===== src/verilog/epc_map.vh =====
// Register offsets, field positions, reset values and mode codes of the PWM/compare unit
`ifndef EPC_MAP_VH
`define EPC_MAP_VH
// ----------------------------------------
// Register byte offsets
// ----------------------------------------
`define EPC_OFF_CTRL 8'h00
`define EPC_OFF_DUTYL 8'h04
`define EPC_OFF_DUTYA 8'h08
`define EPC_OFF_PERIOD 8'h0c
`define EPC_OFF_PTMR 8'h10
`define EPC_OFF_DEL 8'h14
`define EPC_OFF_TCTRL 8'h18
`define EPC_OFF_CMP 8'h1c
`define EPC_OFF_FLAGS 8'h20
`define EPC_OFF_TMR16 8'h24
// ----------------------------------------
// Field positions
// ----------------------------------------
`define EPC_CTRL_CFG 7:6
`define EPC_CTRL_DLSB 5:4
`define EPC_CTRL_MODE 3:0
`define EPC_DEL_CNT 6:0
`define EPC_TC_TBSEL 0
`define EPC_TC_PRESC 2:1
`define EPC_TC_POST 6:3
`define EPC_TC_PON 7
`define EPC_TC_TRSEL 8
`define EPC_TC_T1ON 9
`define EPC_TC_T3ON 10
`define EPC_FL_CMP 0
`define EPC_FL_T1OV 1
`define EPC_FL_T3OV 2
// ----------------------------------------
// Reset values and codes
// ----------------------------------------
`define EPC_RST_CTRL 8'h00
`define EPC_RST_DEL 8'h00
`define EPC_RST_TCTRL 11'h000
`define EPC_RST_PERIOD 8'h00
`define EPC_MODE_CMP_SWI 4'ha
`define EPC_MODE_CMP_TRIG 4'hb
`define EPC_PWM_TAG 2'h3
`define EPC_CFG_SINGLE 2'h0
`define EPC_CFG_FWD 2'h1
`define EPC_CFG_HALF 2'h2
`define EPC_CFG_REV 2'h3
`define EPC_PRESC_1 2'h0
`define EPC_PRESC_4 2'h1
`define EPC_TOSC_PER_CY 2'h3
`endif


===== src/verilog/epc_top.v =====
// Enhanced compare/PWM unit with APB register slave
//
// Decided for this implementation: the APB interface to the registers and the address map.
`include "epc_map.vh"
module epc_top #(
   parameter UNIT_INDEX = 2
) (
   input wire clk_sys_i,
   input wire rst_i,
   input wire psel_i,
   input wire penable_i,
   input wire pwrite_i,
   input wire [7:0] paddr_i,
   input wire [31:0] pwdata_i,
   output wire pready_o,
   output reg [31:0] prdata_o,
   output reg pslverr_o,
   input wire adc_enable_i,
   input wire basic_out_i,
   output reg out_a_o,
   output reg out_b_o,
   output reg out_c_o,
   output reg out_d_o,
   output reg shared_pin_o,
   output reg trigger_o,
   output reg adc_start_o,
   output reg update_o
);
   // ----------------------------------------
   // Address decode
   // ----------------------------------------
   function mapped;
      input [7:0] a;
      begin
         case (a)
            `EPC_OFF_CTRL, `EPC_OFF_DUTYL, `EPC_OFF_DUTYA, `EPC_OFF_PERIOD, `EPC_OFF_PTMR,
            `EPC_OFF_DEL, `EPC_OFF_TCTRL, `EPC_OFF_CMP, `EPC_OFF_FLAGS, `EPC_OFF_TMR16: mapped = 1'b1;
            default: mapped = 1'b0;
         endcase
      end
   endfunction

   reg [7:0] ctrl_q;
   reg [7:0] dutyl_q;
   reg [7:0] period_q;
   reg [7:0] del_q;
   reg [10:0] tctrl_q;
   reg [15:0] cmp_q;
   reg [2:0] flags_q;
   reg [15:0] t1_q;
   reg [15:0] t3_q;
   reg [31:0] rd_d;

   wire wr = psel_i & penable_i & pwrite_i;
   wire setup = psel_i & ~penable_i;
   assign pready_o = 1'b1;

   function wr_hit;
      input [7:0] a;
      input [7:0] off;
      begin
         wr_hit = (a == off);
      end
   endfunction

   // ----------------------------------------
   // Time base
   // ----------------------------------------
   wire cy;
   wire tick;
   wire [1:0] sub;
   epc_prescale u_presc (
      .clk_sys_i(clk_sys_i),
      .rst_i(rst_i),
      .presc_i(tctrl_q[`EPC_TC_PRESC]),
      .cy_o(cy),
      .tick_o(tick),
      .sub_o(sub)
   );

   reg [7:0] per_act_q;
   wire [15:0] ptmr;
   wire [1:0] pwrap;
   genvar gi;
   generate
      for (gi = 0; gi < 2; gi = gi + 1) begin : g_ptmr
         reg [7:0] t_q;
         // Equal to period then next step clears, so period lasts register+1 counts
         assign pwrap[gi] = tctrl_q[`EPC_TC_PON] & tick & (t_q == per_act_q);
         always @(posedge clk_sys_i) begin
            if (rst_i) begin
               t_q <= 8'h00;
            end else if (pwrap[gi]) begin
               t_q <= 8'h00;
            end else if (tctrl_q[`EPC_TC_PON] & tick) begin
               t_q <= t_q + 8'h01;
            end
         end
         assign ptmr[gi*8 +: 8] = t_q;
      end
   endgenerate

   wire tb_sel = tctrl_q[`EPC_TC_TBSEL];
   wire [7:0] tmr = tb_sel ? ptmr[15:8] : ptmr[7:0];
   wire bnd = tb_sel ? pwrap[1] : pwrap[0];

   // Postscaler sees the boundary but never feeds the PWM path
   reg [3:0] post_q;
   always @(posedge clk_sys_i) begin
      if (rst_i) begin
         post_q <= 4'h0;
         update_o <= 1'b0;
      end else begin
         update_o <= 1'b0;
         if (bnd) begin
            if (post_q == tctrl_q[`EPC_TC_POST]) begin
               post_q <= 4'h0;
               update_o <= 1'b1;
            end else begin
               post_q <= post_q + 4'h1;
            end
         end
      end
   end

   // ----------------------------------------
   // PWM core
   // ----------------------------------------
   wire [3:0] mode = ctrl_q[`EPC_CTRL_MODE];
   wire pwm_mode = (mode[3:2] == `EPC_PWM_TAG);
   wire [9:0] duty_buf = {dutyl_q, ctrl_q[`EPC_CTRL_DLSB]};
   reg [9:0] duty_act_q;
   reg [1:0] cfg_act_q;
   reg [1:0] pol_act_q;
   reg [6:0] del_act_q;
   reg run_q;
   reg pwm_q;
   // Never matches when duty exceeds the extended period count
   wire duty_hit = run_q & ({tmr, sub} == duty_act_q);
   wire pwm_lvl = pwm_q & ~duty_hit;

   always @(posedge clk_sys_i) begin
      if (rst_i) begin
         run_q <= 1'b0;
         pwm_q <= 1'b0;
         duty_act_q <= 10'h000;
         cfg_act_q <= `EPC_CFG_SINGLE;
         pol_act_q <= 2'h0;
         per_act_q <= `EPC_RST_PERIOD;
         del_act_q <= 7'h00;
      end else begin
         if (bnd) begin
            duty_act_q <= duty_buf;
            cfg_act_q <= ctrl_q[`EPC_CTRL_CFG];
            pol_act_q <= mode[1:0];
            per_act_q <= period_q;
         end
         if (bnd | duty_hit) begin
            del_act_q <= del_q[`EPC_DEL_CNT];
         end
         if (!pwm_mode) begin
            run_q <= 1'b0;
         end else if (bnd) begin
            run_q <= 1'b1;
         end
         if (!pwm_mode) begin
            pwm_q <= 1'b0;
         end else if (bnd) begin
            pwm_q <= (duty_buf != 10'h000);
         end else if (duty_hit) begin
            pwm_q <= 1'b0;
         end
      end
   end

   wire db_a;
   wire db_b;
   epc_deadband u_db_a (
      .clk_sys_i(clk_sys_i),
      .rst_i(rst_i),
      .cy_i(cy),
      .level_i(pwm_lvl),
      .delay_i(del_act_q),
      .level_o(db_a)
   );
   epc_deadband u_db_b (
      .clk_sys_i(clk_sys_i),
      .rst_i(rst_i),
      .cy_i(cy),
      .level_i(run_q & ~pwm_lvl),
      .delay_i(del_act_q),
      .level_o(db_b)
   );

   reg act_a;
   reg act_b;
   reg act_c;
   reg act_d;
   always @* begin
      act_a = 1'b0;
      act_b = 1'b0;
      act_c = 1'b0;
      act_d = 1'b0;
      if (run_q) begin
         case (cfg_act_q)
            `EPC_CFG_SINGLE: act_a = pwm_lvl;
            `EPC_CFG_HALF: begin
               act_a = db_a;
               act_b = db_b;
            end
            `EPC_CFG_FWD: begin
               act_a = 1'b1;
               act_d = pwm_lvl;
            end
            `EPC_CFG_REV: begin
               act_c = 1'b1;
               act_b = pwm_lvl;
            end
            default: act_a = 1'b0;
         endcase
      end
   end

   // Polarity bit 1 inverts A/C, bit 0 inverts B/D; idle pins sit low, or high in PWM mode where their polarity bit inverts them
   wire inv_ac = pwm_mode & pol_act_q[1];
   wire inv_bd = pwm_mode & pol_act_q[0];
   wire quad = pwm_mode & cfg_act_q[0];
   always @(posedge clk_sys_i) begin
      if (rst_i) begin
         out_a_o <= 1'b0;
         out_b_o <= 1'b0;
         out_c_o <= 1'b0;
         out_d_o <= 1'b0;
         shared_pin_o <= 1'b0;
      end else begin
         out_a_o <= act_a ^ inv_ac;
         out_b_o <= act_b ^ inv_bd;
         out_c_o <= act_c ^ inv_ac;
         out_d_o <= act_d ^ inv_bd;
         shared_pin_o <= quad ? (act_d ^ inv_bd) : basic_out_i;
      end
   end

   // ----------------------------------------
   // Compare and special event trigger
   // ----------------------------------------
   wire has_trig = (UNIT_INDEX == 1) || (UNIT_INDEX == 2);
   wire tr_sel = tctrl_q[`EPC_TC_TRSEL];
   wire [15:0] t16 = tr_sel ? t3_q : t1_q;
   wire cmp_mode = (mode == `EPC_MODE_CMP_SWI) | (mode == `EPC_MODE_CMP_TRIG);
   reg match_d_q;
   wire match = cmp_mode & (t16 == cmp_q);
   wire match_ev = match & ~match_d_q;
   // Units without a trigger fall back to plain compare flag
   wire trig = match_ev & (mode == `EPC_MODE_CMP_TRIG) & has_trig;
   wire t1_ov = tctrl_q[`EPC_TC_T1ON] & cy & (t1_q == 16'hffff);
   wire t3_ov = tctrl_q[`EPC_TC_T3ON] & cy & (t3_q == 16'hffff);
   wire t1_rst = trig & ~tr_sel;
   wire t3_rst = trig & tr_sel;

   always @(posedge clk_sys_i) begin
      if (rst_i) begin
         t1_q <= 16'h0000;
         t3_q <= 16'h0000;
         match_d_q <= 1'b0;
         trigger_o <= 1'b0;
         adc_start_o <= 1'b0;
      end else begin
         match_d_q <= match;
         trigger_o <= trig;
         adc_start_o <= trig & (UNIT_INDEX == 2) & adc_enable_i;
         if (t1_rst) begin
            t1_q <= 16'h0000;
         end else if (tctrl_q[`EPC_TC_T1ON] & cy) begin
            t1_q <= t1_q + 16'h0001;
         end
         if (t3_rst) begin
            t3_q <= 16'h0000;
         end else if (tctrl_q[`EPC_TC_T3ON] & cy) begin
            t3_q <= t3_q + 16'h0001;
         end
      end
   end

   // ----------------------------------------
   // Register file
   // ----------------------------------------
   wire [2:0] fl_set = {t3_ov & ~t3_rst, t1_ov & ~t1_rst, match_ev};
   wire [2:0] fl_clr = (wr & wr_hit(paddr_i, `EPC_OFF_FLAGS)) ? pwdata_i[2:0] : 3'h0;

   always @(posedge clk_sys_i) begin
      if (rst_i) begin
         ctrl_q <= `EPC_RST_CTRL;
         dutyl_q <= 8'h00;
         period_q <= `EPC_RST_PERIOD;
         del_q <= `EPC_RST_DEL;
         tctrl_q <= `EPC_RST_TCTRL;
         cmp_q <= 16'h0000;
         flags_q <= 3'h0;
      end else begin
         // Set wins over a same-cycle clear
         flags_q <= (flags_q & ~fl_clr) | fl_set;
         if (wr) begin
            if (wr_hit(paddr_i, `EPC_OFF_CTRL)) begin
               ctrl_q <= pwdata_i[7:0];
            end
            if (wr_hit(paddr_i, `EPC_OFF_DUTYL)) begin
               dutyl_q <= pwdata_i[7:0];
            end
            if (wr_hit(paddr_i, `EPC_OFF_PERIOD)) begin
               period_q <= pwdata_i[7:0];
            end
            if (wr_hit(paddr_i, `EPC_OFF_DEL)) begin
               del_q <= pwdata_i[7:0];
            end
            if (wr_hit(paddr_i, `EPC_OFF_TCTRL)) begin
               tctrl_q <= pwdata_i[10:0];
            end
            if (wr_hit(paddr_i, `EPC_OFF_CMP)) begin
               cmp_q <= pwdata_i[15:0];
            end
         end
      end
   end

   always @* begin
      case (paddr_i)
         `EPC_OFF_CTRL: rd_d = {24'h000000, ctrl_q};
         `EPC_OFF_DUTYL: rd_d = {24'h000000, dutyl_q};
         `EPC_OFF_DUTYA: rd_d = {22'h000000, duty_act_q};
         `EPC_OFF_PERIOD: rd_d = {24'h000000, period_q};
         `EPC_OFF_PTMR: rd_d = {16'h0000, ptmr};
         `EPC_OFF_DEL: rd_d = {24'h000000, del_q};
         `EPC_OFF_TCTRL: rd_d = {21'h000000, tctrl_q};
         `EPC_OFF_CMP: rd_d = {16'h0000, cmp_q};
         `EPC_OFF_FLAGS: rd_d = {29'h00000000, flags_q};
         `EPC_OFF_TMR16: rd_d = {t3_q, t1_q};
         default: rd_d = 32'h00000000;
      endcase
   end

   // Read data captured in setup so the access phase finishes at once
   always @(posedge clk_sys_i) begin
      if (rst_i) begin
         prdata_o <= 32'h00000000;
         pslverr_o <= 1'b0;
      end else if (setup) begin
         prdata_o <= pwrite_i ? 32'h00000000 : rd_d;
         pslverr_o <= ~mapped(paddr_i);
      end
   end
endmodule // epc_top


===== src/verilog/epc_prescale.v =====
// Instruction-cycle divider and 1/4/16 period timer prescaler with 2-bit sub-count
`include "epc_map.vh"
module epc_prescale (
   input wire clk_sys_i,
   input wire rst_i,
   input wire [1:0] presc_i,
   output wire cy_o,
   output wire tick_o,
   output reg [1:0] sub_o
);
   reg [1:0] q_q;
   reg [3:0] pc_q;
   assign cy_o = (q_q == `EPC_TOSC_PER_CY);
   // Timer steps once per instruction cycle times prescale
   assign tick_o = cy_o & ((presc_i == `EPC_PRESC_1) ? 1'b1 :
                           (presc_i == `EPC_PRESC_4) ? (pc_q[1:0] == 2'h3) : (pc_q == 4'hf));
   always @* begin
      // Quarter-cycle phase or prescaler top bits extend the timer
      case (presc_i)
         `EPC_PRESC_1: sub_o = q_q;
         `EPC_PRESC_4: sub_o = pc_q[1:0];
         default: sub_o = pc_q[3:2];
      endcase
   end
   always @(posedge clk_sys_i) begin
      if (rst_i) begin
         q_q <= 2'h0;
         pc_q <= 4'h0;
      end else begin
         q_q <= q_q + 2'h1;
         if (cy_o) begin
            pc_q <= pc_q + 4'h1;
         end
      end
   end
endmodule // epc_prescale


===== src/verilog/epc_deadband.v =====
// Dead-band delay on the inactive-to-active edge of one output
module epc_deadband (
   input wire clk_sys_i,
   input wire rst_i,
   input wire cy_i,
   input wire level_i,
   input wire [6:0] delay_i,
   output reg level_o
);
   reg [6:0] cnt_q;
   always @(posedge clk_sys_i) begin
      if (rst_i) begin
         cnt_q <= 7'h00;
         level_o <= 1'b0;
      end else if (!level_i) begin
         // Falling before the delay expires keeps the output off all cycle
         cnt_q <= 7'h00;
         level_o <= 1'b0;
      end else if (!level_o) begin
         if (cnt_q >= delay_i) begin
            level_o <= 1'b1;
         end else if (cy_i) begin
            cnt_q <= cnt_q + 7'h01;
         end
      end
   end
endmodule // epc_deadband


===== config.mk =====
export PLATFORM = sky130hd
export DESIGN_NAME = epc_top
export DESIGN_NICKNAME = d
export VERILOG_FILES = /design/src/verilog/epc_top.v /design/src/verilog/epc_prescale.v /design/src/verilog/epc_deadband.v
export VERILOG_INCLUDE_DIRS = /design/src /design/src/verilog
export SDC_FILE = /design/constraint.sdc
export NUM_CORES = 1
export LEC_CHECK = 0
export BUFFER_PORTS_ARGS = -buffer_cell sky130_fd_sc_hd__buf_2
export CAP_MARGIN = 0
export CORE_ASPECT_RATIO = 0.9
export CORE_MARGIN = 3
export CORE_UTILIZATION = 35
export DETAILED_ROUTE_END_ITERATION = 10
export PLACE_DENSITY = 0.54
export SETUP_SLACK_MARGIN = 0.15
export SLEW_MARGIN = 40
export SYNTH_ARGS = -nofsm -noshare
export SYNTH_HDL_FRONTEND = slang
export SYNTH_SLANG_ARGS = --single-unit

===== constraint.sdc =====
create_clock -name clk_sys_i -period 3.39 [get_ports clk_sys_i]
set_clock_uncertainty 0.1 [all_clocks]
set_input_delay 0.678 -clock clk_sys_i [delete_from_list [all_inputs] [get_ports clk_sys_i]]
set_output_delay 0.678 -clock clk_sys_i [all_outputs]
set_load 0.02 [all_outputs]

After elaboration in Yosys (flattened, before gate mapping)
Index checks and enable logic that the tools add are counted.

cells by class
  add/subtract/negate cells = 9
  multipliers = 0
  divide/modulo/power cells = 0
  magnitude comparators = 2
  equal/unequal tests = 26
  shift operators = 0
  mux-type cells = 29
  bitwise operators = 50
  reduce and logical (&&, ||, !) cells = 22

operator list
  operator                                                                count
  32-bit one-hot mux with 10 select lines                                 1
  16-bit by 1-bit adder with 16-bit output (second input constant)        2
  16-bit equality test (second input constant)                            2
  8-bit by 5-bit equality test with 1-bit output (second input constant)  4
  32-bit 2-to-1 mux                                                       1
  1-bit AND                                                               26
  1-bit 2-to-1 mux                                                        20
  8-bit by 1-bit adder with 8-bit output (second input constant)          2
  16-bit equality test                                                    1
  8-bit by 4-bit equality test with 1-bit output (second input constant)  2
  8-bit by 6-bit equality test with 1-bit output (second input constant)  2
  8-bit equality test                                                     2
  16-bit 2-to-1 mux                                                       1
  2-bit OR reduction                                                      8
  1-bit inverter                                                          15
  7-bit by 1-bit adder with 7-bit output (second input constant)          2
  7-bit >= comparator                                                     2
  4-bit equality test (second input constant)                             3
  2-bit AND reduction                                                     6
  10-bit equality test                                                    1
  2-bit equality test (second input constant)                             5
  10-bit nonzero test                                                     1
  10-bit OR reduction                                                     1
  4-bit by 1-bit adder with 4-bit output (second input constant)          2
  other kinds (19)                                                        26

storage, ports and cells
  flip-flop bits (word level) = 209
  bits in latches = 0
  RAM bits = 0
  ROM bits = 0
  logic and storage cells = 174
  memories kept = 0

Logic depth before layout (Yosys ltp)
Gate-level depths: netlist of run 1.

  depth in word-level cells = 10
  gate-level depth with buffers = 9
  gate-level depth less buffers = 8

By module
From an unflattened synthesis of run 1, not the netlist that was laid out.

unflattened totals
  cells, all modules = 1206
  area total of the unflattened synthesis = 10323.7 um^2

by module, submodules not included
  module        times used  cells each  area each (um^2)  seq. area each (um^2)
  epc_top       1           1044        8843.5            3743.6
  epc_deadband  2           65          578.1             160.2
  epc_prescale  1           32          324.1             120.1

Worst setup path before layout of run 1
OpenSTA, ideal clock, no wires.

  path type = input port to flip-flop
  start = in paddr_i[3]
  end = reg cmp_q[10]
  library setup time = 0.132 ns
  arrival time = 2.433 ns
  slack = 0.725 ns
  stages = 8
  path buffers = 3
  cells stage by stage = clkbuf_1 > nor4bb_1 > and2_1 > clkbuf_1 > nand2_1 > clkbuf_1 > nand2_1 > a21oi_1

on the way
  cells in the longest elaborated chain, start to end = 2

ends and longest elaborated chain
  item                                            RTL line       source
  start: declaration                              epc_top.v:13   input wire [7:0] paddr_i,
  8-bit by 5-bit equality test with 1-bit output  epc_top.v:62   wr_hit = (a == off);
  2-bit AND reduction (no source line)            -
  end signal: assignment                          epc_top.v:320  cmp_q <= pwdata_i[15:0];
  end: declaration                                epc_top.v:48   reg [15:0] cmp_q;

Every way passes these cells.
A chain may end at the register's enable or synchronous reset.

Worst setup path in the final report of run 1
  start = reg tctrl_q[0]
  end = reg u_db_b.cnt_q[4]

on the way
  cells in the longest elaborated chain, start to end = 9

ends and longest elaborated chain
  item                                 RTL line           source
  start: declaration                   epc_top.v:47       reg [10:0] tctrl_q;
  start signal: assignment             epc_top.v:297      tctrl_q <= `EPC_RST_TCTRL;
  start signal: assignment             epc_top.v:317      tctrl_q <= pwdata_i[10:0];
  8-bit 2-to-1 mux                     epc_top.v:104      wire [7:0] tmr = tb_sel ? ptmr[15:8] : ptmr[7:0];
  10-bit equality test                 epc_top.v:139      wire duty_hit = run_q & ({tmr, sub} == duty_act_q);
  1-bit AND                            epc_top.v:139
  1-bit inverter                       epc_top.v:140      wire pwm_lvl = pwm_q & ~duty_hit;
  1-bit AND                            epc_top.v:140
  1-bit inverter (no source line)      -
  1-bit AND                            epc_top.v:190      .level_i(run_q & ~pwm_lvl),
  1-bit inverter (no source line)      -
  2-bit OR reduction (no source line)  -
  end signal: assignment               epc_deadband.v:23  cnt_q <= cnt_q + 7'h01;
  end: declaration                     epc_deadband.v:10  reg [6:0] cnt_q;

Every way passes these cells.

==> results.sh, run 1 <==
export IMPL_status="completed"
export IMPL_crit_type="reg -> reg"
export IMPL_min_from="rst_i"
export IMPL_final_net_count=1292
export IMPL_fin_crit_ns=2.91
export IMPL_ys_warn_count=0
export IMPL_max_freq_ghz=0.344
export IMPL_io_pin_count=89
export IMPL_synth_seq_area_share_pct=41.0
export IMPL_synth_top_area_share_pct=41.0
export IMPL_grt_usage_pct=19.5
export IMPL_dp_cells=1554
export IMPL_overflow=0
export IMPL_wirelength_mm=31.1
export IMPL_end_kind="flip-flop"
export IMPL_grt_max_degree=79
export IMPL_dp_hpwl_mm=22.6
export IMPL_antennaDiodeCount=0
export IMPL_vdd_drop_max_mv=0.322
export IMPL_timing_rr_start="tctrl_q[0]"
export IMPL_dieArea_um2=31200
export IMPL_placementRows=58
export IMPL_clockBufferDepth=3
export IMPL_maxCapViolCount=0
export IMPL_syn_inst=1165
export IMPL_clk_latency_ns=0.53
export IMPL_yosysTopAreaCell="dfxtp_1"
export IMPL_start_util_pct=36.0
export IMPL_worstHoldPathType="in -> reg"
export IMPL_gp_congestion=0.933
export IMPL_slew_violations=0
export IMPL_setup_viol=0
export IMPL_synth_nets=1235
export IMPL_startpoint="tctrl_q[0]"
export IMPL_drt_initial_drc_count=767
export IMPL_p_per_area_nw_per_um2=454
export IMPL_final_util_pct=41.8
export IMPL_syn_area_um2=10200
export IMPL_synth_area_top_cells="dfxtp_1 41%, mux2i_1 8.7%, xor2_1 5.3%, nor2_1 5.3%, nand2_1 4.3%"
export IMPL_fin_setup_tns_ns=0
export IMPL_avgSynthCellArea_um2=8.76
export IMPL_tritoncts="yes"
export IMPL_finalHoldWorstSlack_ns=0.295
export IMPL_async_reset_ff_share_pct=0
export IMPL_fp_dieH_um=168
export IMPL_cts_made_buffers=25
export IMPL_syn2layout_area_growth_pct=16.0
export IMPL_rsz0062_at_grt="false"
export IMPL_ys_types=66
export IMPL_clock_root_buffer="clkbuf_16"
export IMPL_cts_clk_slew_worst_paths_ns=0.06
export IMPL_ctsHtreeMaxLevel=1
export IMPL_wl_per_cell_um=19.4
export IMPL_slew_headroom_pct=45.9
export IMPL_fin_crit_sh_pct=85.8
export IMPL_p_leak_nw=4.41
export IMPL_grt_pass1_wl_mm=47.8
export IMPL_vias_per_cell=5.46
export IMPL_antenna_found_initial=2
export IMPL_hold_violations=0
export IMPL_ys_flop_type="dfxtp_1"
export IMPL_die_w_um=186
export IMPL_ys_seq_elements=209
export IMPL_clock_sinks=209
export IMPL_vias=8740
export IMPL_required_ns=3.74
export IMPL_ctsHoldBuffers=0
export IMPL_layout_cells_non_filler=1601
export IMPL_synth_edf_count=0
export IMPL_core_um2=28300
export IMPL_cp_start_kind="flip-flop"
export IMPL_first_pass_iters=6
export IMPL_arrival_ns=3.26
export IMPL_drc_errors=0
export IMPL_ant_nets=0
export IMPL_port_buffers=71
export IMPL_drive_above_1_share_pct=13.1
export IMPL_path_max_fanout=14
export IMPL_fill_cells=2823
export IMPL_grt_pass1_vias=7900
export IMPL_worst_slew_pin_slew_ns=0.811
cells by family (layout without fill, tap and decap cells):
kind of cell / Yosys count / in the layout / synth area share (%)
compound gates: 191 / 191 / 12.8
mux: 99 / 99 / 10.1
buf+inv: 86 / 162 / 3.37
fa+ha+maj: 23 / 23 / 2.82
other cells: 1 / 1 / 0.0368
xor+xnor: 95 / 95 / 8.16
simple gates: 461 / 461 / 21.7
flops: 209 / 209 / 41.0
power by group:
part / internal, W / total [W] / switching [W]
clock: 0.00167 / 0.00273 / 0.00107
combinational: 0.0000434 / 0.000169 / 0.000126
sequential: 0.00246 / 0.00246 / 0.00000351
total: 0.00417 / 0.00537 / 0.00119
cell type report:
cell class                 count  area [um^2]  share of cell area (%)
clock buffer                  39          748                    6.33
inverter                      17         63.8                   0.540
sequential                   209         4190                    35.4
tap                          360          450                    3.81
multi-input combinational    870         5690                    48.1
timing repair buffer          99          593                    5.01
clock inverter                 7         92.6                   0.783
cell usage in the layout, fill, tap and decap left out, drive strengths merged, types with 4 or more instances in the layout:
cell type and instances:
nor4 15, nand3 44, dfxtp 209, a22o 6, mux2i 89, o21a 4
nand2 118, nor2b 6, a21o 4, inv 19, a21oi 65, a32oi 5
and3 26, nor2 144, o211ai 7, xor2 62, ha 23, nand2b 10
nor4b 6, nor3 27, a22oi 36, xnor2 33, nand4 27, clkbuf 39
and4 4, or3 11, a222oi 6, o21ai 30, or4 8, mux2 8
buf 99, and2 6
synthesized netlist by cell type, drive strengths merged (7+ instances only):
| cell type | instances |
|---|---|
| a21oi | 65 |
| a22oi | 36 |
| and3 | 26 |
| buf | 18 |
| clkbuf | 51 |
| dfxtp | 209 |
| ha | 23 |
| inv | 17 |
| mux2 | 8 |
| mux2i | 89 |
| nand2 | 118 |
| nand2b | 10 |
| nand3 | 44 |
| nand4 | 27 |
| nor2 | 144 |
| nor3 | 27 |
| nor4 | 15 |
| o211ai | 7 |
| o21ai | 30 |
| or3 | 11 |
| or4 | 8 |
| xnor2 | 33 |
| xor2 | 62 |
sequential cells by signal, indices dropped and copies added (netlist names), 7 cells and up:
signal,flops
u_db_a.cnt_q,7
t1_q,16
del_q,8
del_act_q,7
period_q,8
ctrl_q,8
t3_q,16
tctrl_q,11
g_ptmr.t_q,16
dutyl_q,8
cmp_q,16
duty_act_q,10
prdata_o,32
u_db_b.cnt_q,7
per_act_q,8
repair_timing:
action                                  CTS  global route
gates resized for setup                   0             1
endpoints found under the setup margin    0             3
buffers inserted                          0             0
layer usage:
layer	vias to the layer above	global-route usage [%]	share of wire [%]
met1	4169	30.7	51
met4	4	4.56	2.2
met5	-	0	0.090
li1	4266	-	-
met3	48	3.52	6.1
met2	253	27.4	41
metrics by stage:
step                      instance area [um^2]  power, W  setup slack [ns]
after floorplan                          10200   0.00260             0.725
after global placement                   11000   0.00268             0.429
after detailed placement                 11000   0.00268             0.384
after CTS                                11800   0.00542             0.386
after global routing                     11800   0.00553             0.293
final                                    11800   0.00537             0.482
worst max-delay path, cell delays in order, from the launching register on:
cell and delay [ns]:
dfxtp_1 0.80, mux2i_1 0.33, xor2_1 0.17, nand4_1 0.32, o41ai_4 0.66, nand3_2 0.26
a21oi_1 0.20
worst paths after layout:
path	endpoint	slack, ns	depth (start not counted)
worst max-delay path	u_db_b.cnt_q[4]	0.48	6
worst min-delay path	shared_pin_o	0.30	2
worst max register to register	u_db_b.cnt_q[4]	0.48	6
worst min register to register	u_presc.q_q[0]	0.35	1
No activity file was read; power rests on OpenSTA's default activity.
==> run 2, diff against run 1 <==
Settings changed: BUFFER_PORTS_ARGS -buffer_cell sky130_fd_sc_hd__buf_2 to not set, DONT_BUFFER_PORTS set to 1, PLACE_DENSITY 0.54 to 0.51.
==> results.sh, run 2 (synthesis results as in run 1) <==
export IMPL_grt_pass1_wl_mm=48.8
export IMPL_crit_type="reg -> reg"
export IMPL_die_w_um=186
export IMPL_cp_start_kind="flip-flop"
export IMPL_start_util_pct=36.0
export IMPL_worstHoldPathType="in -> reg"
export IMPL_placed_area_um2=10600
export IMPL_wl_per_cell_um=20.7
export IMPL_path_delay_family="compound AO/OA/AOI/OAI gates"
export IMPL_tritoncts="yes"
export IMPL_max_freq_ghz=0.346
export IMPL_vias_per_cell=5.52
export IMPL_clockBufferDepth=3
export IMPL_cts_made_buffers=26
export IMPL_drc_errors=0
export IMPL_fin_crit_sh_pct=85.3
export IMPL_vias=8436
export IMPL_slowest_stage="dfxtp_1"
export IMPL_p_sw_w=0.00114
export IMPL_crit_chain="mux2i_1 -> xor2_1 -> nand4_1 -> o41ai_4 -> nand3_2 -> a21oi_1"
export IMPL_slew_headroom_pct=47.7
export IMPL_rsz0062_at_grt="false"
export IMPL_final_common_cell="dfxtp_1"
export IMPL_cts_clk_slew_worst_paths_ns=0.06
export IMPL_io_pin_count=89
export IMPL_ctsHoldBuffers=0
export IMPL_fill_cells=2851
export IMPL_drt_initial_drc_count=746
export IMPL_grt_max_degree=160
export IMPL_path_max_fanout=14
export IMPL_wirelength_mm=31.6
export IMPL_antennaDiodeCount=0
export IMPL_cpPeakStageDelay_ns=0.78
export IMPL_fp_dieH_um=168
export IMPL_final_cell_mix="209 x dfxtp_1, 144 x nor2_1, 118 x nand2_1"
export IMPL_p_per_area_nw_per_um2=472
export IMPL_ant_nets=0
export IMPL_dp_hpwl_mm=22.8
export IMPL_setup_viol=0
export IMPL_syn2layout_area_growth_pct=12.6
export IMPL_largest_register="prdata_o"
export IMPL_vdd_drop_max_mv=0.366
export IMPL_clock_power_share_pct=53.1
export IMPL_post_cts_buffers=0
export IMPL_p_seq_share_pct=45.5
export IMPL_maxCapViolCount=0
export IMPL_clock_root_buffer="clkbuf_16"
export IMPL_antenna_found_initial=1
export IMPL_core_um2=28300
export IMPL_hold_violations=0
export IMPL_swShare_pct=21.1
export IMPL_p_comb_share_pct=1.4
export IMPL_arrival_ns=3.25
export IMPL_stdcell_area_um2=11500
export IMPL_largest_reg_flops=32
export IMPL_clk_latency_ns=0.53
export IMPL_overflow=0
export IMPL_slew_violations=0
export IMPL_grt_usage_pct=20.0
export IMPL_worst_slew_pin_slew_ns=0.781
export IMPL_cts_resized=0
export IMPL_p_int_w=0.00428
export IMPL_grt_pass1_vias=7924
export IMPL_final_net_count=1218
export IMPL_end_kind="flip-flop"
export IMPL_gp_congestion=0.945
export IMPL_fin_setup_tns_ns=0
export IMPL_drive_above_1_share_pct=7.71
export IMPL_status="completed"
export IMPL_ctsHtreeMaxLevel=1
export IMPL_crit_buf_inv=0
export IMPL_port_buffers=0
export IMPL_fin_crit_ns=2.89
export IMPL_dieArea_um2=31200
export IMPL_p_leak_nw=4.06
export IMPL_required_ns=3.75
export IMPL_clock_sinks=209
export IMPL_first_pass_iters=6
export IMPL_placementRows=58
run 2: metrics by stage:
step / total power [W] / instances / worst slack (ns) / hold WS, ns / utilization [%]
floorplan: 0.00260 / 1165 / 0.725 / 0.317 / -
global placement: 0.00260 / 1480 / 0.548 / 0.337 / 37.4
detailed placement: 0.00260 / 1480 / 0.509 / 0.346 / 37.4
CTS: 0.00548 / 1527 / 0.514 / 0.114 / 40.6
global route: 0.00558 / 1527 / 0.323 / 0.126 / 40.6
finish: 0.00542 / 1527 / 0.497 / 0.156 / 40.6
run 2: power groups by stage:
stage	combinational (W)	sequential (W)	clock, W
finish	0.0000767	0.00247	0.00288
global route	0.0000820	0.00247	0.00303
CTS	0.0000759	0.00247	0.00294
detailed placement	0.0000755	0.00252	0
global placement	0.0000750	0.00252	0
floorplan	0.0000815	0.00252	0
run 2: final timing paths:
path,startpoint,endpoint,slack (ns),cells past startpoint
max reg2reg,tctrl_q[0],u_db_b.cnt_q[3],0.50,6
min,rst_i,del_act_q[0],0.16,1
max,tctrl_q[0],u_db_b.cnt_q[3],0.50,6
min reg2reg,del_act_q[4],del_act_q[4],0.36,2
run 2: layout make-up:
cell class	count	area [um^2]	share of cell area (%)
Multi-Input combinational cell	870	5700	49.6
Sequential cell	209	4180	36.4
Clock buffer	38	767	6.68
Tap cell	360	450	3.92
Timing Repair Buffer	24	193	1.68
Clock inverter	9	129	1.12
Inverter	17	63.8	0.555
run 2: per-layer routing:
metal	routed length (um)	track usage, %	vias to the layer above
met5	17	0	-
li1	-	-	4121
met1	15600	30.7	3987
met4	768	4.44	2
met3	2490	4.82	54
met2	12700	28.2	272
==> run 3, diff against run 2 <==
Clock period 3.39 ns to 3 ns, I/O delays scaled along.
==> results.sh, run 3 (synthesis results as in run 1) <==
export IMPL_first_pass_iters=6
export IMPL_clockBufferDepth=3
export IMPL_dieArea_um2=31200
export IMPL_dp_hpwl_mm=23.0
export IMPL_arrival_ns=3.01
export IMPL_cts_made_buffers=25
export IMPL_status="completed"
export IMPL_cts_clk_slew_worst_paths_ns=0.06
export IMPL_path_max_fanout=4
export IMPL_final_common_cell="dfxtp_1"
export IMPL_worstHoldPathType="in -> reg"
export IMPL_worstHoldPathCells=1
export IMPL_slew_headroom_pct=54.2
export IMPL_grt_pass1_vias=8057
export IMPL_grt_pass1_wl_mm=49.0
export IMPL_wirelength_mm=31.8
export IMPL_worst_slew_pin_slew_ns=0.686
export IMPL_clk_latency_ns=0.53
export IMPL_final_cell_mix="207 x dfxtp_1, 144 x nor2_1, 118 x nand2_1"
export IMPL_rr_worst_depth=7
export IMPL_start_util_pct=36.0
export IMPL_ctsHtreeMaxLevel=1
export IMPL_drc_errors=0
export IMPL_clock_root_buffer="clkbuf_16"
export IMPL_vias=8506
export IMPL_clock_sinks=209
export IMPL_maxCapViolCount=0
export IMPL_p_leak_nw=4.15
export IMPL_crit_type="reg -> reg"
export IMPL_p_per_area_nw_per_um2=529
export IMPL_grt_usage_pct=20.1
export IMPL_gp_congestion=0.937
export IMPL_tritoncts="yes"
export IMPL_rsz0062_at_grt="false"
export IMPL_antennaDiodeCount=0
export IMPL_syn2layout_area_growth_pct=14.0
export IMPL_core_um2=28300
export IMPL_hold_violations=0
export IMPL_overflow=0
export IMPL_stdcell_area_um2=11600
export IMPL_fin_crit_ns=2.66
export IMPL_vdd_drop_max_mv=0.339
export IMPL_vias_per_cell=5.52
export IMPL_ctsHoldBuffers=0
export IMPL_drt_initial_drc_count=721
export IMPL_largest_register="prdata_o"
export IMPL_ant_nets=0
export IMPL_grt_max_degree=160
export IMPL_largest_reg_flops=32
export IMPL_final_net_count=1235
export IMPL_setup_viol=0
export IMPL_io_pin_count=89
export IMPL_end_kind="flip-flop"
export IMPL_wl_per_cell_um=20.6
export IMPL_placed_area_um2=10700
export IMPL_drive_above_1_share_pct=9.39
export IMPL_antenna_found_initial=0
export IMPL_die_w_um=186
export IMPL_fp_dieH_um=168
export IMPL_port_buffers=0
export IMPL_fill_cells=2869
export IMPL_final_util_pct=41.1
export IMPL_slew_violations=0
export IMPL_max_freq_ghz=0.375
export IMPL_placementRows=58
export IMPL_required_ns=3.35
export IMPL_fin_setup_tns_ns=0
export IMPL_fin_crit_sh_pct=88.8
export IMPL_cp_start_kind="flip-flop"
-- run 3: cell types whose count changed in the layout (fill, tap and decap cells not counted), sizes merged --
cell	previous run	this run
clkinvlp	2	1
buf	24	42
clkbuf	38	28
clkinv	3	8
bufinv	3	6
-- run 3: per-stage QoR --
stage          setup WS (ns)  std cells  power, W  hold WS (ns)
2_1_floorplan          0.413       1165   0.00294         0.317
3_3_place_gp           0.252       1494   0.00294         0.337
3_5_place_dp           0.254       1494   0.00294         0.346
4_1_cts                0.206       1538   0.00622        0.0420
5_1_grt                0.235       1542   0.00635        0.0461
6_report               0.335       1542   0.00615        0.0817
-- run 3: timing repair --
item                       CTS  global route
resized for setup            0             4
buffers inserted             0             4
setup endpoints to repair    0            50
-- run 3: report_power, final --
| group | leakage (nW) | internal (W) | switching [W] |
|---|---|---|---|
| Sequential | 1.68 | 0.00278 | 0.00000634 |
| Combinational | 2.03 | 0.0000319 | 0.0000570 |
| Clock | 0.434 | 0.00204 | 0.00124 |
-- run 3: final cells by class --
cell class	instances	area (um^2)	share of cell area (%)
Sequential cell	209	4190	36.0
Clock inverter	16	239	2.05
Tap cell	360	450	3.87
Timing Repair Buffer	42	340	2.93
Inverter	17	63.8	0.549
Multi-Input combinational cell	870	5710	49.1
Clock buffer	28	637	5.48
-- run 3: critical path, stage by stage (launching register included) --
cell and delay, ns:
dfxtp_1 0.40, ha_1 0.20, o21ba_2 0.18, a211oi_4 0.34
nand3_1 0.19, mux2_2 0.37, or4b_2 0.66, a21oi_1 0.16
-- run 3: final timing paths --
| path | startpoint | endpoint | slack, ns |
|---|---|---|---|
| setup reg to reg | u_presc.pc_q[0] | post_q[2] | 0.34 |
| setup / recovery | u_presc.pc_q[0] | post_q[2] | 0.34 |
| hold / removal | rst_i | shared_pin_o | 0.08 |
| hold reg to reg | u_presc.q_q[0] | u_presc.q_q[0] | 0.36 |
-- run 3: layer usage --
layer	GRT usage, %	vias to the layer above	share of wire, %
li1	-	4156	-
met1	30.4	4012	49
met5	0	-	0
met4	5.21	0	2.8
met2	28.1	280	40
met3	5.42	58	7.8
